[src/hw/fpcs_pkg.sv]
//****************************************************************
// Summary of operation
//****************************************************************
// Summary of operation
// - three-cycle entry sequence puts the flash into its serial-number region.
// - four-cycle exit sequence returns the flash to normal array operation.
// - word program is two unlocks, program set-up, then address with data.
// - hardware reset ends a program at once; host reissues the sequence afterward.
// - bypass entry is two unlocks then command 20h.
// - bypass program is command A0h then address and data, no unlocks.
// - bypass exit writes 90h then 00h, back to read mode.
// - buffer start is two unlocks, load command at sector, then count minus one.
// - first loaded pair picks the page; later pairs stay in it, any order.
// - confirm at sector starts programming; host polls the last loaded address.
// - abort shows abort bit set, inverted polling, toggling, timeout zero; abort reset.
package fpcs_pkg;
    // register offsets (byte addresses)
    localparam logic [7:0] REG_CTRL = 8'h00;
    localparam logic [7:0] REG_ADDR = 8'h04;
    localparam logic [7:0] REG_DATA = 8'h08;
    localparam logic [7:0] REG_STAT = 8'h0C;
    localparam int STAT_ERR_BIT = 5;
    // software operation codes
    localparam logic [3:0] OP_WORD = 4'h0;
    localparam logic [3:0] OP_BENTER = 4'h1;
    localparam logic [3:0] OP_BPROG = 4'h2;
    localparam logic [3:0] OP_BEXIT = 4'h3;
    localparam logic [3:0] OP_BSTART = 4'h4;
    localparam logic [3:0] OP_BLOAD = 4'h5;
    localparam logic [3:0] OP_BCONF = 4'h6;
    localparam logic [3:0] OP_ABORT = 4'h7;
    localparam logic [3:0] OP_RENTER = 4'h8;
    localparam logic [3:0] OP_REXIT = 4'h9;
    localparam logic [3:0] OP_RESET = 4'hA;
    localparam logic [3:0] OP_POLL = 4'hB;
    localparam logic [3:0] OP_HWRST = 4'hC;
    // flash command defaults
    localparam logic [21:0] UNL1_ADDR = 22'h000555;
    localparam logic [21:0] UNL2_ADDR = 22'h0002AA;
    localparam logic [15:0] UNL1_DATA = 16'h00AA;
    localparam logic [15:0] UNL2_DATA = 16'h0055;
    localparam logic [15:0] CMD_PROG = 16'h00A0;
    localparam logic [15:0] CMD_BYPASS = 16'h0020;
    localparam logic [15:0] CMD_EXIT1 = 16'h0090;
    localparam logic [15:0] CMD_EXIT2 = 16'h0000;
    localparam logic [15:0] CMD_BUF_LOAD = 16'h0025;
    localparam logic [15:0] CMD_CONFIRM = 16'h0029;
    localparam logic [15:0] CMD_RESET = 16'h00F0;
    localparam logic [15:0] CMD_REGION = 16'h0088;
    localparam logic [4:0] BUF_WORDS = 5'h10;
    // timing
    localparam int CLK_NS = 20;
    localparam int WP_NS = 40;
    localparam int ACCESS_NS = 100;
    localparam int RST_NS = 500;
    localparam int WP_CYC = (WP_NS + CLK_NS - 1) / CLK_NS;
    localparam int ACCESS_CYC = (ACCESS_NS + CLK_NS - 1) / CLK_NS;
    localparam int RST_CYC = (RST_NS + CLK_NS - 1) / CLK_NS;

    typedef struct packed {
        logic last;
        logic [21:0] addr;
        logic [15:0] data;
    } fpcs_step_t;
endpackage : fpcs_pkg

[src/hw/fpcs_ctrl.sv]
// Chosen here: the register addresses and strobed register access.
`timescale 1ns/1ns
`default_nettype none
module fpcs_ctrl #(
    parameter logic [21:0] P_UNL1_ADDR = fpcs_pkg::UNL1_ADDR,
    parameter logic [21:0] P_UNL2_ADDR = fpcs_pkg::UNL2_ADDR,
    parameter logic [15:0] P_UNL1_DATA = fpcs_pkg::UNL1_DATA,
    parameter logic [15:0] P_UNL2_DATA = fpcs_pkg::UNL2_DATA,
    parameter logic [15:0] P_CMD_PROG = fpcs_pkg::CMD_PROG,
    parameter logic [15:0] P_CMD_BUF_LOAD = fpcs_pkg::CMD_BUF_LOAD,
    parameter logic [15:0] P_CMD_CONFIRM = fpcs_pkg::CMD_CONFIRM,
    parameter logic [15:0] P_CMD_RESET = fpcs_pkg::CMD_RESET
) (
    // clock and reset
    input wire logic mclk_i,
    input wire logic rst_i,
    // software register port
    input wire logic [7:0] reg_addr_i,
    input wire logic [31:0] reg_wdata_i,
    input wire logic reg_wr_i,
    input wire logic reg_rd_i,
    output logic [31:0] reg_rdata_o,
    // flash pins
    output logic [21:0] fl_addr_o,
    output logic [15:0] fl_dq_o,
    output logic fl_dq_oe_o,
    input wire logic [15:0] fl_dq_i,
    output logic fl_ce_n_o,
    output logic fl_we_n_o,
    output logic fl_oe_n_o,
    output logic fl_reset_n_o
);
    //****************************************************************
    // software registers and acceptance
    //****************************************************************
    typedef enum logic [5:0] {
        ST_IDLE = 6'h01,
        ST_SETUP = 6'h02,
        ST_PULSE = 6'h04,
        ST_HOLD = 6'h08,
        ST_READ = 6'h10,
        ST_RST = 6'h20
    } fpcs_state_t;

    fpcs_state_t state_r;
    logic [21:0] addr_r;
    logic [15:0] data_r;
    logic [3:0] op_r;
    logic [1:0] idx_r;
    logic [4:0] cnt_r;
    logic prog_busy_r, bypass_r, region_r, buf_r, page_ok_r;
    logic err_r, tout_r, abort_r;
    logic [4:0] remain_r;
    logic [17:0] page_r;
    logic [21:0] last_addr_r;
    logic [15:0] last_data_r;
    logic [15:0] dq_last_r;
    logic go, ok, taken, engine_busy;
    logic [3:0] op_in;
    fpcs_pkg::fpcs_step_t step;

    assign engine_busy = (state_r != ST_IDLE);
    assign go = reg_wr_i && (reg_addr_i == fpcs_pkg::REG_CTRL);
    assign op_in = reg_wdata_i[3:0];
    assign taken = go && ok;

    // hosts must never hand the flash a command it would drop or misread,
    // so every order is screened against the modes we track here
    always_comb begin
        ok = !engine_busy;
        if (prog_busy_r && !(op_in == fpcs_pkg::OP_POLL || op_in == fpcs_pkg::OP_HWRST
                || (op_in == fpcs_pkg::OP_RESET && tout_r) || (op_in == fpcs_pkg::OP_ABORT && abort_r)))
            ok = 1'b0;
        if (bypass_r && !(op_in == fpcs_pkg::OP_BPROG || op_in == fpcs_pkg::OP_BEXIT
                || op_in == fpcs_pkg::OP_POLL || op_in == fpcs_pkg::OP_HWRST))
            ok = 1'b0;
        if ((op_in == fpcs_pkg::OP_BPROG || op_in == fpcs_pkg::OP_BEXIT) && !bypass_r)
            ok = 1'b0;
        if (op_in == fpcs_pkg::OP_BENTER && region_r)
            ok = 1'b0;
        if (op_in == fpcs_pkg::OP_BSTART && (buf_r || data_r[15:4] != 12'h000))
            ok = 1'b0;
        if (op_in == fpcs_pkg::OP_BLOAD && (!buf_r || remain_r == 5'h00
                || (page_ok_r && addr_r[21:4] != page_r)))
            ok = 1'b0;
        if (op_in == fpcs_pkg::OP_BCONF && (!buf_r || remain_r != 5'h00))
            ok = 1'b0;
        if (op_in > fpcs_pkg::OP_HWRST)
            ok = 1'b0;
    end

    always_ff @(posedge mclk_i) begin
        if (rst_i) begin
            addr_r <= 22'h000000;
            data_r <= 16'h0000;
        end else if (reg_wr_i && reg_addr_i == fpcs_pkg::REG_ADDR) begin
            addr_r <= reg_wdata_i[21:0];
        end else if (reg_wr_i && reg_addr_i == fpcs_pkg::REG_DATA) begin
            data_r <= reg_wdata_i[15:0];
        end
    end

    // refused orders latch err; a refusal in the clearing cycle still sets it
    always_ff @(posedge mclk_i) begin
        if (rst_i)
            err_r <= 1'b0;
        else if (go && !ok)
            err_r <= 1'b1;
        else if (reg_wr_i && reg_addr_i == fpcs_pkg::REG_STAT && reg_wdata_i[fpcs_pkg::STAT_ERR_BIT])
            err_r <= 1'b0;
    end

    always_ff @(posedge mclk_i) begin
        if (rst_i) begin
            reg_rdata_o <= 32'h00000000;
        end else if (reg_rd_i) begin
            unique case (reg_addr_i)
                fpcs_pkg::REG_ADDR: reg_rdata_o <= {10'h000, addr_r};
                fpcs_pkg::REG_DATA: reg_rdata_o <= {16'h0000, data_r};
                fpcs_pkg::REG_STAT: reg_rdata_o <= {dq_last_r, 3'h0, remain_r, abort_r, tout_r, err_r,
                                                    buf_r, region_r, bypass_r, prog_busy_r, engine_busy};
                default: reg_rdata_o <= 32'h00000000;
            endcase
        end else begin
            reg_rdata_o <= 32'h00000000;
        end
    end

    //****************************************************************
    // mode tracking
    //****************************************************************
    always_ff @(posedge mclk_i) begin
        if (rst_i) begin
            bypass_r <= 1'b0;
            region_r <= 1'b0;
            buf_r <= 1'b0;
            page_ok_r <= 1'b0;
            remain_r <= 5'h00;
            page_r <= 18'h00000;
        end else if (state_r == ST_RST && cnt_r == 5'h00) begin
            bypass_r <= 1'b0;
            region_r <= 1'b0;
            buf_r <= 1'b0;
        end else if (taken) begin
            unique case (op_in)
                fpcs_pkg::OP_BENTER: bypass_r <= 1'b1;
                fpcs_pkg::OP_BEXIT: bypass_r <= 1'b0;
                fpcs_pkg::OP_RENTER: region_r <= 1'b1;
                fpcs_pkg::OP_REXIT: region_r <= 1'b0;
                fpcs_pkg::OP_BSTART: begin
                    buf_r <= 1'b1;
                    page_ok_r <= 1'b0;
                    remain_r <= data_r[4:0] + 5'h01;
                end
                fpcs_pkg::OP_BLOAD: begin
                    remain_r <= remain_r - 5'h01;
                    page_ok_r <= 1'b1;
                    page_r <= addr_r[21:4];
                end
                fpcs_pkg::OP_BCONF, fpcs_pkg::OP_ABORT, fpcs_pkg::OP_RESET: buf_r <= 1'b0;
                default: buf_r <= buf_r;
            endcase
        end
    end

    // program tracking and status polling
    always_ff @(posedge mclk_i) begin
        if (rst_i) begin
            prog_busy_r <= 1'b0;
            tout_r <= 1'b0;
            abort_r <= 1'b0;
            last_addr_r <= 22'h000000;
            last_data_r <= 16'h0000;
            dq_last_r <= 16'h0000;
        end else if (state_r == ST_RST && cnt_r == 5'h00) begin
            prog_busy_r <= 1'b0;
            tout_r <= 1'b0;
            abort_r <= 1'b0;
        end else if (taken && (op_in == fpcs_pkg::OP_WORD || op_in == fpcs_pkg::OP_BPROG
                || op_in == fpcs_pkg::OP_BLOAD)) begin
            last_addr_r <= addr_r;
            last_data_r <= data_r;
            prog_busy_r <= (op_in != fpcs_pkg::OP_BLOAD);
        end else if (taken && op_in == fpcs_pkg::OP_BCONF) begin
            prog_busy_r <= 1'b1;
        end else if (taken && (op_in == fpcs_pkg::OP_RESET || op_in == fpcs_pkg::OP_ABORT)) begin
            prog_busy_r <= 1'b0;
            tout_r <= 1'b0;
            abort_r <= 1'b0;
        end else if (state_r == ST_READ && cnt_r == 5'h00) begin
            dq_last_r <= fl_dq_i;
            // once done, dq1 and dq5 are plain array bits, so they count only while dq7 disagrees
            if (prog_busy_r && fl_dq_i[7] == last_data_r[7])
                prog_busy_r <= 1'b0;
            else if (prog_busy_r && fl_dq_i[5])
                tout_r <= 1'b1;
            else if (prog_busy_r && fl_dq_i[1])
                abort_r <= 1'b1;
        end
    end

    //****************************************************************
    // bus cycle engine
    //****************************************************************
    always_comb begin
        step = '{last: 1'b0, addr: P_UNL1_ADDR, data: P_UNL1_DATA};
        if (idx_r == 2'h1)
            step = '{last: 1'b0, addr: P_UNL2_ADDR, data: P_UNL2_DATA};
        unique case (op_r)
            fpcs_pkg::OP_WORD:
                if (idx_r == 2'h2)
                    step = '{last: 1'b0, addr: P_UNL1_ADDR, data: P_CMD_PROG};
                else if (idx_r == 2'h3)
                    step = '{last: 1'b1, addr: addr_r, data: data_r};
            fpcs_pkg::OP_BENTER:
                if (idx_r == 2'h2)
                    step = '{last: 1'b1, addr: P_UNL1_ADDR, data: fpcs_pkg::CMD_BYPASS};
            fpcs_pkg::OP_BPROG:
                if (idx_r == 2'h0)
                    step = '{last: 1'b0, addr: addr_r, data: P_CMD_PROG};
                else
                    step = '{last: 1'b1, addr: addr_r, data: data_r};
            fpcs_pkg::OP_BEXIT, fpcs_pkg::OP_REXIT:
                if (op_r == fpcs_pkg::OP_BEXIT || idx_r[1])
                    step = '{last: idx_r[0], addr: addr_r,
                             data: idx_r[0] ? fpcs_pkg::CMD_EXIT2 : fpcs_pkg::CMD_EXIT1};
            fpcs_pkg::OP_BSTART:
                if (idx_r == 2'h2)
                    step = '{last: 1'b0, addr: addr_r, data: P_CMD_BUF_LOAD};
                else if (idx_r == 2'h3)
                    step = '{last: 1'b1, addr: addr_r, data: data_r};
            fpcs_pkg::OP_BLOAD:
                step = '{last: 1'b1, addr: addr_r, data: data_r};
            fpcs_pkg::OP_BCONF:
                step = '{last: 1'b1, addr: addr_r, data: P_CMD_CONFIRM};
            fpcs_pkg::OP_ABORT:
                if (idx_r == 2'h2)
                    step = '{last: 1'b1, addr: P_UNL1_ADDR, data: P_CMD_RESET};
            fpcs_pkg::OP_RENTER:
                if (idx_r == 2'h2)
                    step = '{last: 1'b1, addr: P_UNL1_ADDR, data: fpcs_pkg::CMD_REGION};
            fpcs_pkg::OP_RESET:
                step = '{last: 1'b1, addr: addr_r, data: P_CMD_RESET};
            default:
                step = '{last: 1'b1, addr: last_addr_r, data: 16'h0000};
        endcase
    end

    // we falls with ce in one cycle and rises a cycle before ce, so the flash latches address
    // on that shared falling edge and data on our rising we
    always_ff @(posedge mclk_i) begin
        if (rst_i) begin
            state_r <= ST_IDLE;
            op_r <= 4'h0;
            idx_r <= 2'h0;
            cnt_r <= 5'h00;
            fl_addr_o <= 22'h000000;
            fl_dq_o <= 16'h0000;
            fl_dq_oe_o <= 1'b0;
            fl_ce_n_o <= 1'b1;
            fl_we_n_o <= 1'b1;
            fl_oe_n_o <= 1'b1;
            fl_reset_n_o <= 1'b1;
        end else begin
            unique case (state_r)
                ST_IDLE: if (taken) begin
                    op_r <= op_in;
                    idx_r <= 2'h0;
                    if (op_in == fpcs_pkg::OP_HWRST) begin
                        state_r <= ST_RST;
                        fl_reset_n_o <= 1'b0;
                        cnt_r <= 5'(fpcs_pkg::RST_CYC - 1);
                    end else if (op_in == fpcs_pkg::OP_POLL) begin
                        state_r <= ST_READ;
                        // host points addr at the last loaded word to poll; any other word reads back
                        fl_addr_o <= addr_r;
                        fl_ce_n_o <= 1'b0;
                        fl_oe_n_o <= 1'b0;
                        cnt_r <= 5'(fpcs_pkg::ACCESS_CYC - 1);
                    end else begin
                        state_r <= ST_SETUP;
                    end
                end
                ST_SETUP: begin
                    fl_addr_o <= step.addr;
                    fl_dq_o <= step.data;
                    fl_dq_oe_o <= 1'b1;
                    fl_ce_n_o <= 1'b0;
                    state_r <= ST_PULSE;
                    fl_we_n_o <= 1'b0;
                    cnt_r <= 5'(fpcs_pkg::WP_CYC - 1);
                end
                ST_PULSE: if (cnt_r == 5'h00) begin
                    fl_we_n_o <= 1'b1;
                    state_r <= ST_HOLD;
                end else begin
                    cnt_r <= cnt_r - 5'h01;
                end
                ST_HOLD: begin
                    fl_ce_n_o <= 1'b1;
                    fl_dq_oe_o <= 1'b0;
                    idx_r <= idx_r + 2'h1;
                    state_r <= step.last ? ST_IDLE : ST_SETUP;
                end
                ST_READ: if (cnt_r == 5'h00) begin
                    fl_ce_n_o <= 1'b1;
                    fl_oe_n_o <= 1'b1;
                    state_r <= ST_IDLE;
                end else begin
                    cnt_r <= cnt_r - 5'h01;
                end
                ST_RST: if (cnt_r == 5'h00) begin
                    fl_reset_n_o <= 1'b1;
                    state_r <= ST_IDLE;
                end else begin
                    cnt_r <= cnt_r - 5'h01;
                end
            endcase
        end
    end
endmodule : fpcs_ctrl
`default_nettype wire

[config.mk]
export PLATFORM = sky130hd
export DESIGN_NAME = fpcs_ctrl
export DESIGN_NICKNAME = d
export VERILOG_FILES = /design/src/hw/fpcs_pkg.sv /design/src/hw/fpcs_ctrl.sv
export SDC_FILE = /design/constraint.sdc
export NUM_CORES = 1
export LEC_CHECK = 0
export ABC_AREA = 1
export BUFFER_PORTS_ARGS = -buffer_cell sky130_fd_sc_hd__clkbuf_2
export CORE_AREA = 2 2 142 144
export CTS_BUF_LIST = sky130_fd_sc_hd__clkbuf_2 sky130_fd_sc_hd__clkbuf_4 sky130_fd_sc_hd__clkbuf_8
export CTS_CLUSTER_DIAMETER = 200
export DETAILED_ROUTE_END_ITERATION = 7
export DIE_AREA = 0 0 144 146
export PLACE_DENSITY = 0.8
export SLEW_MARGIN = 40
export SYNTH_ARGS = -nofsm -noshare
export SYNTH_HDL_FRONTEND = slang
export SYNTH_SLANG_ARGS = --single-unit
[constraint.sdc]
create_clock -name mclk_i -period 3.2 [get_ports mclk_i]
set_clock_uncertainty 0.1 [all_clocks]
set_input_delay 0 -clock mclk_i [delete_from_list [all_inputs] [get_ports mclk_i]]
set_output_delay 0 -clock mclk_i [all_outputs]
set_load 0.01 [all_outputs]
* Word-level counts from Yosys, hierarchy flattened
Index checks and enable logic that the tools add are counted.
Storage, ports and cells: flip-flop bits (word level) 207, output and inout bits 75, input port bits 60, word-level logic and storage cells 255
Operators by class: bitwise gates (word level) 6, $lt $le $gt $ge 1, $add $sub $neg 4, multiplexer cells 70, reductions and logical operators 97, eq/ne operators 50
Operators with widths (count):
- 39-bit one-hot mux with 10 select lines | 1
- 39-bit 2-to-1 mux | 8
- 32-bit one-hot mux with 3 select lines | 1
- 22-bit 2-to-1 mux | 3
- 22-bit one-hot mux with 2 select lines | 1
- 4-bit by 3-bit == test with 1-bit output, second input constant | 8
- 4-bit == test, second input constant | 8
- 1-bit 2-to-1 mux | 30
- 6-bit one-hot mux with 5 select lines | 1
- 2-bit nonzero test | 14
- 27-bit 2-to-1 mux | 1
- 1-bit logical AND | 25
- 5-bit 2-to-1 mux | 5
- 6-bit 2-to-1 mux | 4
- 5-bit AND reduction | 4
- 18-bit != test | 1
- 2-bit != test, second input constant | 9
- 2-bit AND reduction | 9
- 4-bit by 2-bit == test with 1-bit output, second input constant | 4
- 8-bit by 4-bit == test with 1-bit output, second input constant | 2
- 1-bit one-hot mux with 2 select lines | 8
- 5-bit one-hot mux with 3 select lines | 1
- 1-bit logical OR | 14
- 4-bit AND reduction | 3
- other kinds (38) | 63

* Longest topological paths before layout
depth in word-level cells 19, depth in mapped cells 17, gate-level depth less buffers 16

* Worst setup path after synthesis
OpenSTA, ideal clock, no wires.
path kind reg2reg, from register idx_r[1], to register fl_addr_o[0], stages on the path, launching flop included 17, buffers on the path 1, period minus slack after synthesis 2260 ps, setup slack 940 ps, required time 2984 ps, data arrival time 2044 ps, setup time 116 ps, cells stage by stage dfxtp_1 clkbuf_1 inv_1 ha_1 inv_1 nand2_1 nand2_1 nand2_1 o21ai_0 nor2_1 nand2_1 o21ai_0 nand2_1 o21ai_0 nand2_1 o21ai_0 nor2_1
Between the ends: cells in the longest elaborated chain, start to end 6, elaborated cells on any way between the ends 14, those cells by class eq/ne (3); mux (10); reduce/logical (1)
Ends and longest elaborated chain:
- from (decl) | line fpcs_ctrl.sv:49 | logic [1:0] idx_r;
- from (signal assigned) | line fpcs_ctrl.sv:302 | idx_r <= idx_r + 2'h1;
- 2-bit by 1-bit == test with 1-bit output | line fpcs_ctrl.sv:207 | if (idx_r == 2'h1)
- 27-bit 2-to-1 mux | line fpcs_ctrl.sv:207
- 39-bit 2-to-1 mux | line fpcs_ctrl.sv:213, fpcs_ctrl.sv:230
- 39-bit 2-to-1 mux (on tied branches) | line fpcs_ctrl.sv:228, fpcs_ctrl.sv:211
- 39-bit one-hot mux with 10 select lines * | line fpcs_ctrl.sv:209 | unique case (op_r)
- 22-bit one-hot mux with 2 select lines * | line fpcs_ctrl.sv:265 | unique case (state_r)
- to (signal assigned) | line fpcs_ctrl.sv:276 | fl_addr_o <= addr_r;
- to (signal assigned) | line fpcs_ctrl.sv:285 | fl_addr_o <= step.addr;
- to (decl) | line fpcs_ctrl.sv:24 | output logic [21:0] fl_addr_o,
Mark *: on every way between the ends. The rest lies on a longest branch, timed or not. A chain may end at the register's enable or synchronous reset.

* Final worst setup path
from register addr_r[15], to register last_addr_r[0]
Between the ends: cells in the longest elaborated chain, start to end 10
Ends and longest elaborated chain:
- from (decl) | line fpcs_ctrl.sv:46 | logic [21:0] addr_r;
- from (signal assigned) | line fpcs_ctrl.sv:97 | addr_r <= reg_wdata_i[21:0];
- 18-bit != test | line fpcs_ctrl.sv:84 | || (page_ok_r && addr_r[21:4] != page_r)))
- 1-bit logical AND | line fpcs_ctrl.sv:84
- 1-bit logical OR | line fpcs_ctrl.sv:84
- 1-bit logical AND | line fpcs_ctrl.sv:83 | if (op_in == fpcs_pkg::OP_BLOAD && (!buf_r || remain_r == 5'h00
- 1-bit 2-to-1 mux | line fpcs_ctrl.sv:83
- 1-bit 2-to-1 mux | line fpcs_ctrl.sv:86 | if (op_in == fpcs_pkg::OP_BCONF && (!buf_r || remain_r != 5'h00))
- 1-bit 2-to-1 mux | line fpcs_ctrl.sv:88 | if (op_in > fpcs_pkg::OP_HWRST)
- 1-bit logical AND | line fpcs_ctrl.sv:65 | assign taken = go && ok;
- 1-bit logical AND | line fpcs_ctrl.sv:179 | end else if (taken && (op_in == fpcs_pkg::OP_WORD || op_in == fpcs_pkg::OP_BPROG
- 2-bit AND reduction (no source line)
- to (signal assigned) | line fpcs_ctrl.sv:181 | last_addr_r <= addr_r;
- to (decl) | line fpcs_ctrl.sv:55 | logic [21:0] last_addr_r;
No other way between the ends.

==> metrics <==
Sum Neg Setup Slack 0 ps; top-count cell post-synth nand2_1; DR vias/cell 5.32; root buffer cell clkbuf_8; RSZ-0062 raised after global routing false; fillers 1856; initial antenna violation count 0; Worst VDD drop 0.000245 V; gate count after technology mapping 1387; post-CTS sizing 0; number of synthesized flops with an enable pin 0; largest family of logic cells by synthesized area simple AND/OR/NAND/NOR gates; register area 4000 um2; asr flop ratio synth 0; Worst Hold Class input port to flop; Sw Share 0.288; status finished clean; final setup fails 0; Syn Area/Cell 6.81 um2; hpwl dp 20.2 mm; final core occ 0.579; htree depth 4; DR vias 9690; Leakage 5.00 nW; crit path launch type flop; Max Cap Violations 0; die area 21000 um2; relative slew slack 0.475; Simple-Gate Fraction of Synth Area 0.260; ANT cells 0; Layout Area Growth over Synthesis 18.5%; Antenna Nets Post-Route 0; share of cells above drive strength 1 0.135; Post-Synth XOR/XNOR Area 0.0167; Design Power 4.61 mW; WS Path Type flop to flop; commonest cells in the netlist nand2_1 (287), dfxtp_1 (200), nor2_1 (192); Synth Area in Compound Gates 0.185; row count 51; grt ovf 0; Comb power frac 0.118; CTS Sinks 200; post-CTS setup buffers 0; sequential area share after synthesis 0.424; Synth area leader dfxtp_1; DR iter-0 viols 1054; Top FF cell, synth dfxtp_1; period utilisation layout 0.918; Initial Utilization 0.489; pwr dens 412 nW/um2; share of power burned in registers 0.554; Worst Path Max Fanout 17; port bufs 124; net load switching power 1.33 mW; post-place setup slack 414 ps; final hold vios 0; area of the multi-input gates 4490 um2; Synth area leaders dfxtp_1 (42%), nand2_1 (11%), nor2_1 (7.6%); TritonCTS Buffers 17; Int Power 3.28 mW; Yosys reg bits 200; placed cell areas 10300 um2; # nets final 1616; clock power share 0.328; drt first pass iters 6; vias in the first global route 8933; pin count of the biggest net entering global routing 83; GRT Util Overall 0.272; Mapped Area 9450 um2; unique cell type count in the Yosys netlist 45; Hold Buf Count CTS 51; Synth Warn # 0; Placeable Area 19300 um2; post-synth top area share 0.424; fin crit period 2940 ps; CP endpoint kind flop; die width 144 um; wire per inst 15.6 um; die height 146 um; Worst Max-Slew Pin Slew 788 ps; CTS max path bufs 2; Worst-Skew Late Latency 490 ps; final WL 28.5 mm; Post-Syn Nets 1457; Final Max Tran Viols 0; crit path DAT 3260 ps; Fmax achieved 341 MHz; DRC Markers 0; Final WS setup 264 ps; first-pass GRT wire length 45.5 mm; Worst EP required 3530 ps; final instance area 11200 um2; Final Wtd Congestion 0.933; Top Ports 135; CTS tree done; post-synthesis mux area share 0; post-synthesis adder-cell area fraction 0.0132; Reg clk slew, reported paths 110 ps
==> through the flow <==
| step | hold slack, ps | cells |
|---|---|---|
| 6_report | 41.3 | 1822 |
| 5_1_grt | 98.4 | 1822 |
| 4_1_cts | 30.1 | 1822 |
| 3_5_place_dp | 137 | 1741 |
| 3_3_place_gp | 125 | 1740 |
| 2_1_floorplan | 27.2 | 1387 |
==> cells by family (layout without fill, tap and decap cells) <==
family / count (synthesis) / in the layout
buffers and inverters: 246 / 416
DFF: 200 / 200
and+or+nand+nor: 595 / 595
AOI/OAI and AO/OA: 318 / 318
adders and majority gates: 10 / 10
xor gates and xnor gates: 18 / 18
==> metal layers <==
layer,track usage,part of all wire,wire length (um)
met5,0,0,0
met4,0.0868,0.026,738
met3,0.0566,0.084,2400
met2,0.435,0.46,13000
met1,0.367,0.43,12300
==> layout make-up <==
cell class	instances	area share
flip-flops and latches	200	0.358
well taps	265	0.0296
clock buffers	17	0.0209
clock inverters	13	0.0104
inverters	185	0.0621
repair buffers	201	0.118
multi-input cells	941	0.401
==> cells in the final DEF (no fill, tap or decap), types with 8 or more instances in the layout <==
cell	instances
o21ai_0	135
nand3_1	44
o22ai_1	12
a211oi_1	17
clkbuf_2	124
ha_1	10
clkbuf_8	17
o21ai_1	20
dfxtp_1	200
nand2_1	287
inv_2	8
inv_1	175
nor2_2	9
nor2_1	192
nand4_1	12
xor2_1	16
o211ai_1	12
dlygate4sd3_1	51
buf_4	25
nor3_1	36
a21oi_1	99
==> state kept, by name, summed over array words and instances, names as in the netlist, 5 cells and up <==
| name | flops |
|---|---|
| cnt_r | 5 |
| remain_r | 5 |
| state_r | 6 |
| dq_last_r | 16 |
| fl_dq_o | 16 |
| page_r | 18 |
| reg_rdata_o | 32 |
| data_r | 16 |
| fl_addr_o | 22 |
| last_addr_r | 22 |
| addr_r | 22 |
==> path summary, 6_finish.rpt <==
kind / start / to / slack (ps) / cells past startpoint
min: reg_addr_i[1] / err_r$_SDFFE_PP0P_ / 40 / 8
max reg2reg: addr_r[15]$_SDFFE_PP0P_ / last_addr_r[0]$_SDFFE_PP0P_ / 260 / 16
min reg2reg: dq_last_r[11]$_SDFFE_PP0P_ / reg_rdata_o[27]$_SDFF_PP0_ / 350 / 2
max: addr_r[15]$_SDFFE_PP0P_ / last_addr_r[0]$_SDFFE_PP0P_ / 260 / 16
==> worst max-delay path: stages, from the launching register on <==
cell     delay (ps)
dfxtp_1         420
inv_1           130
nand2_1          70
nand2_1          50
nor2_1          140
nand3_1         110
nor2_1          140
nand2_1         130
nand2_1          80
nand2_1          40
nand2_1         110
nand3_2         290
inv_2           260
nand2_1         430
nand2_1         190
nand2_1          70
nor2_1          100
==> power by group through the flow <==
stage	clock (mW)	sequential, mW	combinational [mW]
6_report	1.51	2.56	0.543
5_1_grt	1.62	2.56	0.609
4_1_cts	1.52	2.56	0.532
3_5_place_dp	0	2.61	0.485
3_3_place_gp	0	2.61	0.478
2_1_floorplan	0	2.62	0.311
No activity file was read; power rests on OpenSTA's default activity.
